### config.mk
export PLATFORM = sky130hd
export DESIGN_NAME = atrc_torque_ramp
export DESIGN_NICKNAME = d
export VERILOG_FILES = /design/src/core/atrc_pkg.sv /design/src/core/atrc_torque_ramp.sv
export SDC_FILE = /design/constraint.sdc
export NUM_CORES = 1
export LEC_CHECK = 0
export ABC_AREA = 1
export BUFFER_PORTS_ARGS = -buffer_cell sky130_fd_sc_hd__buf_2
export CAP_MARGIN = 5
export CORE_MARGIN = 1
export CORE_UTILIZATION = 50
export DETAILED_ROUTE_END_ITERATION = 16
export PLACE_DENSITY_LB_ADDON = 0.25
export SYNTH_ARGS = -nofsm -noshare
export SYNTH_HDL_FRONTEND = slang
export SYNTH_SLANG_ARGS = --single-unit
### constraint.sdc
create_clock -name ref_clk_i -period 13.02 [get_ports ref_clk_i]
set_input_delay 1.302 -clock ref_clk_i [delete_from_list [all_inputs] [get_ports ref_clk_i]]
set_output_delay 1.302 -clock ref_clk_i [all_outputs]
set_load 0.01 [all_outputs]
### src/core/atrc_pkg.sv
// package: constants and types for the axis torque ramp control block
package atrc_pkg;
    localparam int          TORQUE_W       = 16;
    localparam int          RATE_W         = 16;
    localparam int          VEL_W          = 32;
    localparam int          FAULT_W        = 16;
    localparam logic [7:0]  AXIS_ILLEGAL   = 8'h00;
    localparam logic [1:0]  DIR_POSITIVE   = 2'h1;
    localparam logic [1:0]  DIR_NEGATIVE   = 2'h3;
    localparam logic [15:0] FAULT_NONE     = 16'h0000;
    localparam logic [15:0] FAULT_BAD_AXIS = 16'h0001; // arbitrary code value
    localparam logic [15:0] FAULT_BAD_DIR  = 16'h0002; // arbitrary code value
    localparam logic [15:0] FAULT_BAD_RATE = 16'h0003; // arbitrary code value
    localparam logic [15:0] FAULT_BAD_VEL  = 16'h0004; // arbitrary code value
    localparam logic [15:0] FAULT_AXIS     = 16'h0005; // arbitrary code value
    localparam logic [15:0] TORQUE_RESET   = 16'h0000;

    typedef enum logic [2:0] {
        ATRC_IDLE    = 3'b000,
        ATRC_CHECK   = 3'b001,
        ATRC_RUN     = 3'b010,
        ATRC_DONE    = 3'b011,
        ATRC_ERROR   = 3'b100,
        ATRC_ABORTED = 3'b101
    } atrc_state_t;
endpackage : atrc_pkg

### src/core/atrc_torque_ramp.sv
// torque ramp command block for one servo axis, evaluated once per scan cycle
// Operation
// - raise target-reached once the ramped command equals the target torque
// - busy rises in the same cycle as the enable rising edge
// - active high only while the block controls the axis
// - busy and active drop when target-reached or error becomes true
// - enable falling clears busy, active and target-reached
// - preemption by halt sets preempted, clears target-reached, busy, active
// - preempted holds until enable goes false
// - preemption after enable fell pulses preempted for exactly one cycle
// - illegal parameters or execution faults are errors
// - bad parameters: busy first, one cycle later error, busy low, fault code
// - enable falling with error clears error and zeroes fault code
// - fault code is 16 bits, valid while error is true
// - command torque ramps toward target at configured rate
// - target change mid-run ramps to new value at once, then holds
// - speed command never exceeds the configured maximum velocity; this block only hands it to the drive as velocity_limit_o
// - enable falling leaves torque mode at once, ignoring the rate
// - torque is signed thousandths of rated torque
// - direction code 1 positive, 3 negative, sampled at enable rise
// - target torque changes apply immediately while enable is true
`timescale 1ns/1ps
// one clock edge is one controller scan: inputs are sampled, the ramp steps
// once and every flag and code is registered, so the host sees each change a
// scan after the input that caused it. torque_cmd_o is a signed value and is
// zeroed whenever torque mode is left; velocity_limit_o and dir_negative_o
// hold what was captured at the last enable rise. slope_rate_i is a step per
// scan; a host that thinks in rate per second divides by the scan rate.
// the speed ceiling is handed to the drive, which does the actual limiting;
// this block never measures axis speed itself.
module atrc_torque_ramp
    import atrc_pkg::*;
(
    input  wire logic                ref_clk_i,
    input  wire logic                reset_n_i,
    input  wire logic                enable_i,
    input  wire logic [7:0]          axis_i,
    input  wire logic [TORQUE_W-1:0] target_torque_i,
    input  wire logic [RATE_W-1:0]   slope_rate_i,
    input  wire logic [VEL_W-1:0]    max_velocity_i,
    input  wire logic [1:0]          direction_i,
    input  wire logic                halt_instruction_i,
    input  wire logic                axis_fault_i,
    output logic                     torque_mode_o,
    output logic [TORQUE_W-1:0]      torque_cmd_o,
    output logic [VEL_W-1:0]         velocity_limit_o,
    output logic                     dir_negative_o,
    output logic                     in_torque_o,
    output logic                     busy_o,
    output logic                     active_o,
    output logic                     preempted_flag_o,
    output logic                     error_o,
    output logic [FAULT_W-1:0]       fault_code_o
);

    // parameter check at the enable rise; the first illegal field decides the code,
    // so a host fixing one field may see the next one reported on the retry
    function automatic logic [FAULT_W-1:0] atrc_check(input logic [7:0]        axis,
                                                      input logic [1:0]        dir,
                                                      input logic [RATE_W-1:0] rate,
                                                      input logic [VEL_W-1:0]  vel);
        logic [FAULT_W-1:0] code;
        code = FAULT_NONE;
        if (axis == AXIS_ILLEGAL) begin
            code = FAULT_BAD_AXIS;
        end else if (dir != DIR_POSITIVE && dir != DIR_NEGATIVE) begin
            code = FAULT_BAD_DIR;
        end else if (rate == '0) begin
            code = FAULT_BAD_RATE;
        end else if (vel == '0) begin
            code = FAULT_BAD_VEL;
        end
        return code;
    endfunction : atrc_check

    // one ramp step toward the target, rate taken as positive magnitude;
    // torque is signed thousandths of rated torque, so both ends are sign
    // extended by two bits and a full-scale swing cannot wrap
    function automatic logic [TORQUE_W-1:0] atrc_step(input logic [TORQUE_W-1:0] cur,
                                                      input logic [TORQUE_W-1:0] tgt,
                                                      input logic [RATE_W-1:0] rate);
        logic signed [TORQUE_W+1:0] diff;
        logic signed [TORQUE_W+1:0] mag;
        diff = $signed({{2{tgt[TORQUE_W-1]}}, tgt}) - $signed({{2{cur[TORQUE_W-1]}}, cur});
        mag  = $signed({2'b00, rate});
        // clip the step to the rate in either direction
        if (diff > mag) begin
            diff = mag;
        end else if (diff < -mag) begin
            diff = -mag;
        end
        return TORQUE_W'($signed({{2{cur[TORQUE_W-1]}}, cur}) + diff);
    endfunction : atrc_step

    // sequencing state and the enable level seen at the last scan
    atrc_state_t         state;
    atrc_state_t         next_state;
    logic                enable_d;
    logic                next_enable_d;

    // next values of the registered outputs
    logic [TORQUE_W-1:0] next_torque_cmd;
    logic [VEL_W-1:0]    next_velocity_limit;
    logic                next_dir_negative;
    logic                next_torque_mode;
    logic                next_in_torque;
    logic                next_busy;
    logic                next_active;
    logic                next_preempted;
    logic                next_error;
    logic [FAULT_W-1:0]  next_fault_code;

    // check result and parameters captured at the enable rise
    logic [FAULT_W-1:0]  check_code;
    logic [FAULT_W-1:0]  pending_code;
    logic [FAULT_W-1:0]  next_pending_code;
    logic [RATE_W-1:0]   rate;
    logic [RATE_W-1:0]   next_rate;

    // enable edges against the registered level; enable_d resets low, so
    // an enable already high when reset lifts counts as a rise
    logic                rise;
    logic                fall;

    // edge detection and the parameter check are pure decode of this scan
    assign rise       = enable_i & ~enable_d;
    assign fall       = ~enable_i & enable_d;
    assign check_code = atrc_check(axis_i, direction_i, slope_rate_i, max_velocity_i);

    // state walk, one step per scan:
    //   idle     -> check   on an enable rise, busy raised at once
    //   check    -> error   when the captured check found an illegal field
    //   check    -> run     otherwise; axis taken into torque mode, active high
    //   run      -> done    when the ramped command lands on the target
    //   done     -> run     when the target moves again while enable stays high
    //   run/done -> error on an axis fault, aborted on a halt (idle if enable is low), idle on a fall
    //   error    -> idle    once enable is seen low, flag and code cleared
    //   aborted  -> idle    once enable is seen low, preempted cleared
    // rises seen outside idle are ignored; the host must drop enable first
    always_comb begin
        next_state          = state;
        next_enable_d       = enable_i;
        next_torque_cmd     = torque_cmd_o;
        next_velocity_limit = velocity_limit_o;
        next_dir_negative   = dir_negative_o;
        next_rate           = rate;
        next_torque_mode    = torque_mode_o;
        next_in_torque      = in_torque_o;
        next_busy           = busy_o;
        next_active         = active_o;
        next_preempted      = preempted_flag_o;
        next_error          = error_o;
        next_fault_code     = fault_code_o;
        next_pending_code   = pending_code;
        unique case (state)
            // waiting for a command; a preempted pulse from a late halt ends here
            ATRC_IDLE: begin
                next_preempted = 1'b0; // single-cycle pulse ends here
                if (rise) begin
                    next_busy           = 1'b1;
                    next_velocity_limit = max_velocity_i;
                    next_dir_negative   = (direction_i == DIR_NEGATIVE); // sampled at rise
                    next_rate           = slope_rate_i;
                    next_pending_code   = check_code; // held back until error shows
                    next_state          = ATRC_CHECK;
                end
            end

            // busy alone for one scan, then either error with its code or control
            ATRC_CHECK: begin
                // the code is held back a scan so busy is seen before error and code
                if (pending_code != FAULT_NONE) begin
                    next_busy       = 1'b0;
                    next_error      = 1'b1;
                    next_fault_code = pending_code;
                    next_state = ATRC_ERROR;
                end else begin
                    next_active      = 1'b1;
                    next_torque_mode = 1'b1;
                    next_state       = ATRC_RUN;
                end
                // enable dropped during the check: nothing has started, so all clears
                if (!enable_i) begin
                    next_busy       = 1'b0;
                    next_active     = 1'b0;
                    next_error      = 1'b0;
                    next_fault_code = FAULT_NONE;
                    next_torque_mode = 1'b0;
                    next_state      = ATRC_IDLE;
                end
            end

            // torque control proper; done differs from run only in the flags
            ATRC_RUN, ATRC_DONE: begin
                // ramp each scan; target followed live
                next_torque_cmd = atrc_step(torque_cmd_o, target_torque_i, rate);
                // arrived: the flags flip in the same scan the command lands
                if (next_torque_cmd == target_torque_i) begin
                    next_in_torque = 1'b1;
                    next_busy      = 1'b0;
                    next_active    = 1'b0;
                    next_state     = ATRC_DONE;
                end else begin
                    // target moved after arrival: ramp again, hold when reached
                    next_in_torque = 1'b0;
                    next_busy      = 1'b1;
                    next_active    = 1'b1;
                    next_state     = ATRC_RUN;
                end
                // exits ranked: axis fault first, then halt, then enable fall;
                // each drops torque mode and zeroes the command in this scan,
                // so a fault seen with a halt still reports the fault code
                if (axis_fault_i) begin
                    next_error       = 1'b1;
                    next_fault_code  = FAULT_AXIS;
                    next_in_torque   = 1'b0;
                    next_busy        = 1'b0;
                    next_active      = 1'b0;
                    next_torque_mode = 1'b0;
                    next_torque_cmd  = TORQUE_RESET;
                    next_state       = ATRC_ERROR;
                end else if (halt_instruction_i) begin
                    next_preempted   = 1'b1;
                    next_in_torque   = 1'b0;
                    next_busy        = 1'b0;
                    next_active      = 1'b0;
                    next_torque_mode = 1'b0;
                    next_torque_cmd  = TORQUE_RESET;
                    next_state       = enable_i ? ATRC_ABORTED : ATRC_IDLE; // pulse if enable gone
                end else if (fall) begin
                    // leave torque mode at once, no ramp down
                    // enable was high at every scan spent here, so a low level is a fall
                    next_torque_mode = 1'b0;
                    next_torque_cmd  = TORQUE_RESET;
                    next_in_torque   = 1'b0;
                    next_busy        = 1'b0;
                    next_active      = 1'b0;
                    next_state       = ATRC_IDLE;
                end
            end

            // error held until enable is seen low
            ATRC_ERROR: begin
                if (!enable_i) begin
                    next_error      = 1'b0;
                    next_fault_code = FAULT_NONE;
                    next_state      = ATRC_IDLE;
                end
            end

            // preempted held while enable stays high
            ATRC_ABORTED: begin
                if (!enable_i) begin
                    next_preempted = 1'b0;
                    next_state     = ATRC_IDLE;
                end
            end

            // codes 6 and 7 are unused; a stray state falls back to idle
            default: begin
                next_state = ATRC_IDLE;
            end
        endcase
    end

    // register stage; all outputs come from here
    // async reset loads constants only, so every output is known from the first edge
    always_ff @(posedge ref_clk_i or negedge reset_n_i) begin
        if (!reset_n_i) begin
            state            <= ATRC_IDLE;
            enable_d         <= 1'b0;
            torque_cmd_o     <= TORQUE_RESET;
            velocity_limit_o <= '0;
            dir_negative_o   <= 1'b0;
            rate             <= '0;
            torque_mode_o    <= 1'b0;
            in_torque_o      <= 1'b0;
            busy_o           <= 1'b0;
            active_o         <= 1'b0;
            preempted_flag_o <= 1'b0;
            error_o          <= 1'b0;
            fault_code_o     <= FAULT_NONE;
            pending_code     <= FAULT_NONE;
        end else begin
            state            <= next_state;
            enable_d         <= next_enable_d;
            torque_cmd_o     <= next_torque_cmd;
            velocity_limit_o <= next_velocity_limit; // speed ceiling to the drive
            dir_negative_o   <= next_dir_negative;
            rate             <= next_rate;
            torque_mode_o    <= next_torque_mode;
            in_torque_o      <= next_in_torque;
            busy_o           <= next_busy;
            active_o         <= next_active;
            preempted_flag_o <= next_preempted;
            error_o          <= next_error;
            fault_code_o     <= next_fault_code;
            pending_code     <= next_pending_code;
        end
    end

endmodule : atrc_torque_ramp

==> results.cfg <==
[outcome]
status = completed

[cells_and_area]
final_nets = 1210
synthToLayoutAreaGrowth_pct = 16.6
n_antenna_cell = 0
layout_common_cells = nand2_1 (241), inv_1 (149), buf_2 (135), dfrtp_1 (81), ha_1 (66)
fill_cells = 1233
drive_gt1_frac = 0.181
finish.utilization = 0.608
final_common_cell = nand2_1

[floorplanning]
die_w_um = 118
fp-row-count = 41
design.portCount = 150
dieArea_mm2 = 0.0139
die_h_um = 118
start_util = 0.522
core-area_mm2 = 0.0128

[global_route]
antenna_found_initial = 0
first_global_vias = 6160
grt_max_degree = 80
grt_use_total = 0.252
overflow = 0
grt_pass1_wl_um = 28300

[critical_path]
worstRegToRegCells = 41
start_kind = primary input
crit_required_ns = 13.26
path_common_cell = nand2_1
r2r_slack_ns = 6.46
critPathKind = in2reg
r2r-start = torque_cmd_o[0]
slowest_delay_ns = 0.60
slowest_stage = nand3_1
r2r-end = busy_o
cp-end-kind = register
critPathArrivalTime_ns = 7.46
crit_fanout = 30

[sta]
fmax_mhz = 138
worst_slew_pin_slew_ns = 0.873
tns_ns = 0
setup_viol = 0
finalClockSkew_ns = 0.00710
hold_viol_final = 0
slew_headroom = 0.417
drv_slew = 0
rsz0062_at_grt = false
fin_crit_ns = 7.22
fin_crit_sh = 0.555
fin_hold_ws_ns = 0.479

[power]
power.leakage_nw = 4.40
p_clk_frac = 0.124
max-vdd-ir-drop_mv = 0.111
seq_power_share = 0.204
power.internal_w = 0.00108
p_switching_w = 0.00109
power_frac_comb = 0.672
total_power_w = 0.00217
netSwitchingFraction = 0.503
p_per_area_mw_per_mm2 = 279

[clock_tree]
holdBufCountCts = 0
cts_sinks = 81
cts.path.max_buffers = 2
cts_resized = 0
insertion_delay_ns = 0.35
htreeDepth = 3
cts_root_buf = clkbuf_16
cts.clk_slew.worst_paths_ns = 0.06
cts_tree = yes
cts_made_buffers = 9
cts_setup_buffers = 0

[worst_hold_path]
min_from = velocity_limit_o[30]
min_path_type = reg2reg
holdPathStages = 2
whs_endpoint = velocity_limit_o[30]

[logic_synthesis]
synth_warnings = 0
synth_edf_count = 0
ys_types = 48
ys.flop_type = dfrtp_1
async_flop_share = 1.00
synth-seq-area-share = 0.303
ys_ff_latch = 81
avgSynthCellArea_um2 = 7.18
syn_inst = 932
synthesis.area_mm2 = 0.00669

[placed_design]
port_buffers = 136
dp_hpwl_um = 13200
gp_congestion = 0.885

[route]
drc_errors = 0
routed-via-count = 6369
ant_nets = 0
wl_um = 16400
wl_per_cell_um = 13.2
drt_iter0_markers = 396
via_per_inst = 5.14
first_pass_iters = 4

[flow_run]
maxCapViolations = 0
-- power groups by stage --
stage	clock network (W)	registers [W]	logic (W)
after floorplan	0	0.000462	0.00108
after global placement	0	0.000442	0.00142
after detailed placement	0	0.000442	0.00145
after CTS	0.000276	0.000442	0.00145
after global routing	0.000285	0.000459	0.00167
final	0.000269	0.000443	0.00146
-- cells by family after synthesis --
logic type                 synth area share
DFF                                   0.303
adders and majority gates             0.129
buffers and inverters                 0.114
xor gates and xnor gates             0.0609
other                              0.000560
and+or+nand+nor                       0.258
AOI/OAI and AO/OA                     0.134
-- area by class of cell --
class,instances,area [um2],share of cell area
Clock buffer,10,239,0.0306
Clock inverter,6,72.6,0.00930
Inverter,158,593,0.0760
Multi-Input combinational cell,674,3950,0.506
Sequential cell,81,2030,0.260
Tap cell,172,215,0.0276
Timing Repair Buffer,139,706,0.0904
-- metrics by stage --
stage	setup WS, ns	cells	area [um2]
CTS	5.78	1240	7800
detailed placement	5.43	1224	7490
floorplan	6.71	944	6740
finish	5.80	1240	7800
global route	5.06	1240	7800
global placement	5.60	1224	7490
-- synthesized netlist by cell type (15+ instances only) --
| library cell | instances | area, um2 |
|---|---|---|
| o21ai_0 | 61 | 305 |
| dfrtp_1 | 81 | 2030 |
| nor2_1 | 50 | 188 |
| nand3_1 | 35 | 175 |
| nand4_1 | 19 | 119 |
| inv_1 | 149 | 559 |
| nand2_1 | 242 | 908 |
| o211ai_1 | 15 | 113 |
| a21oi_1 | 34 | 170 |
| xnor2_1 | 18 | 158 |
| ha_1 | 66 | 826 |
| xor2_1 | 26 | 228 |
-- critical path: cells and delay by family --
family / cells / cell delay [ns]
AND/OR/NAND/NOR: 22 / 2.35
adder cells (fa/ha/maj): 5 / 1.58
AO/OA/AOI/OAI: 8 / 1.05
XOR/XNOR: 3 / 0.69
buffers and inverters: 5 / 0.46
-- layer usage --
metal / GRT usage / share of wire / vias up
met4: 0.0777 / 0.019 / 0
li1: - / - / 3279
met3: 0.0562 / 0.060 / 25
met1: 0.341 / 0.48 / 2878
met5: 0 / 0 / -
met2: 0.398 / 0.44 / 187
-- sequential cells by signal (all words and copies together) (netlist names) --
signal            count
torque_cmd_o         16
pending_code          3
torque_mode_o         1
velocity_limit_o     32
state                 3
dir_negative_o        1
preempted_flag_o      1
busy_o                1
fault_code_o          3
rate                 16
in_torque_o           1
active_o              1
error_o               1
enable_d              1
-- how the worst max path moves through the flow --
stage                             from  endpoint  depth (start not counted)
floorplan           target_torque_i[0]    busy_o                         39
global placement    target_torque_i[0]    busy_o                         40
detailed placement  target_torque_i[0]    busy_o                         42
CTS                 target_torque_i[0]    busy_o                         42
global route        target_torque_i[0]    busy_o                         44
finish              target_torque_i[0]    busy_o                         43
No activity file was read; power rests on OpenSTA's default activity.
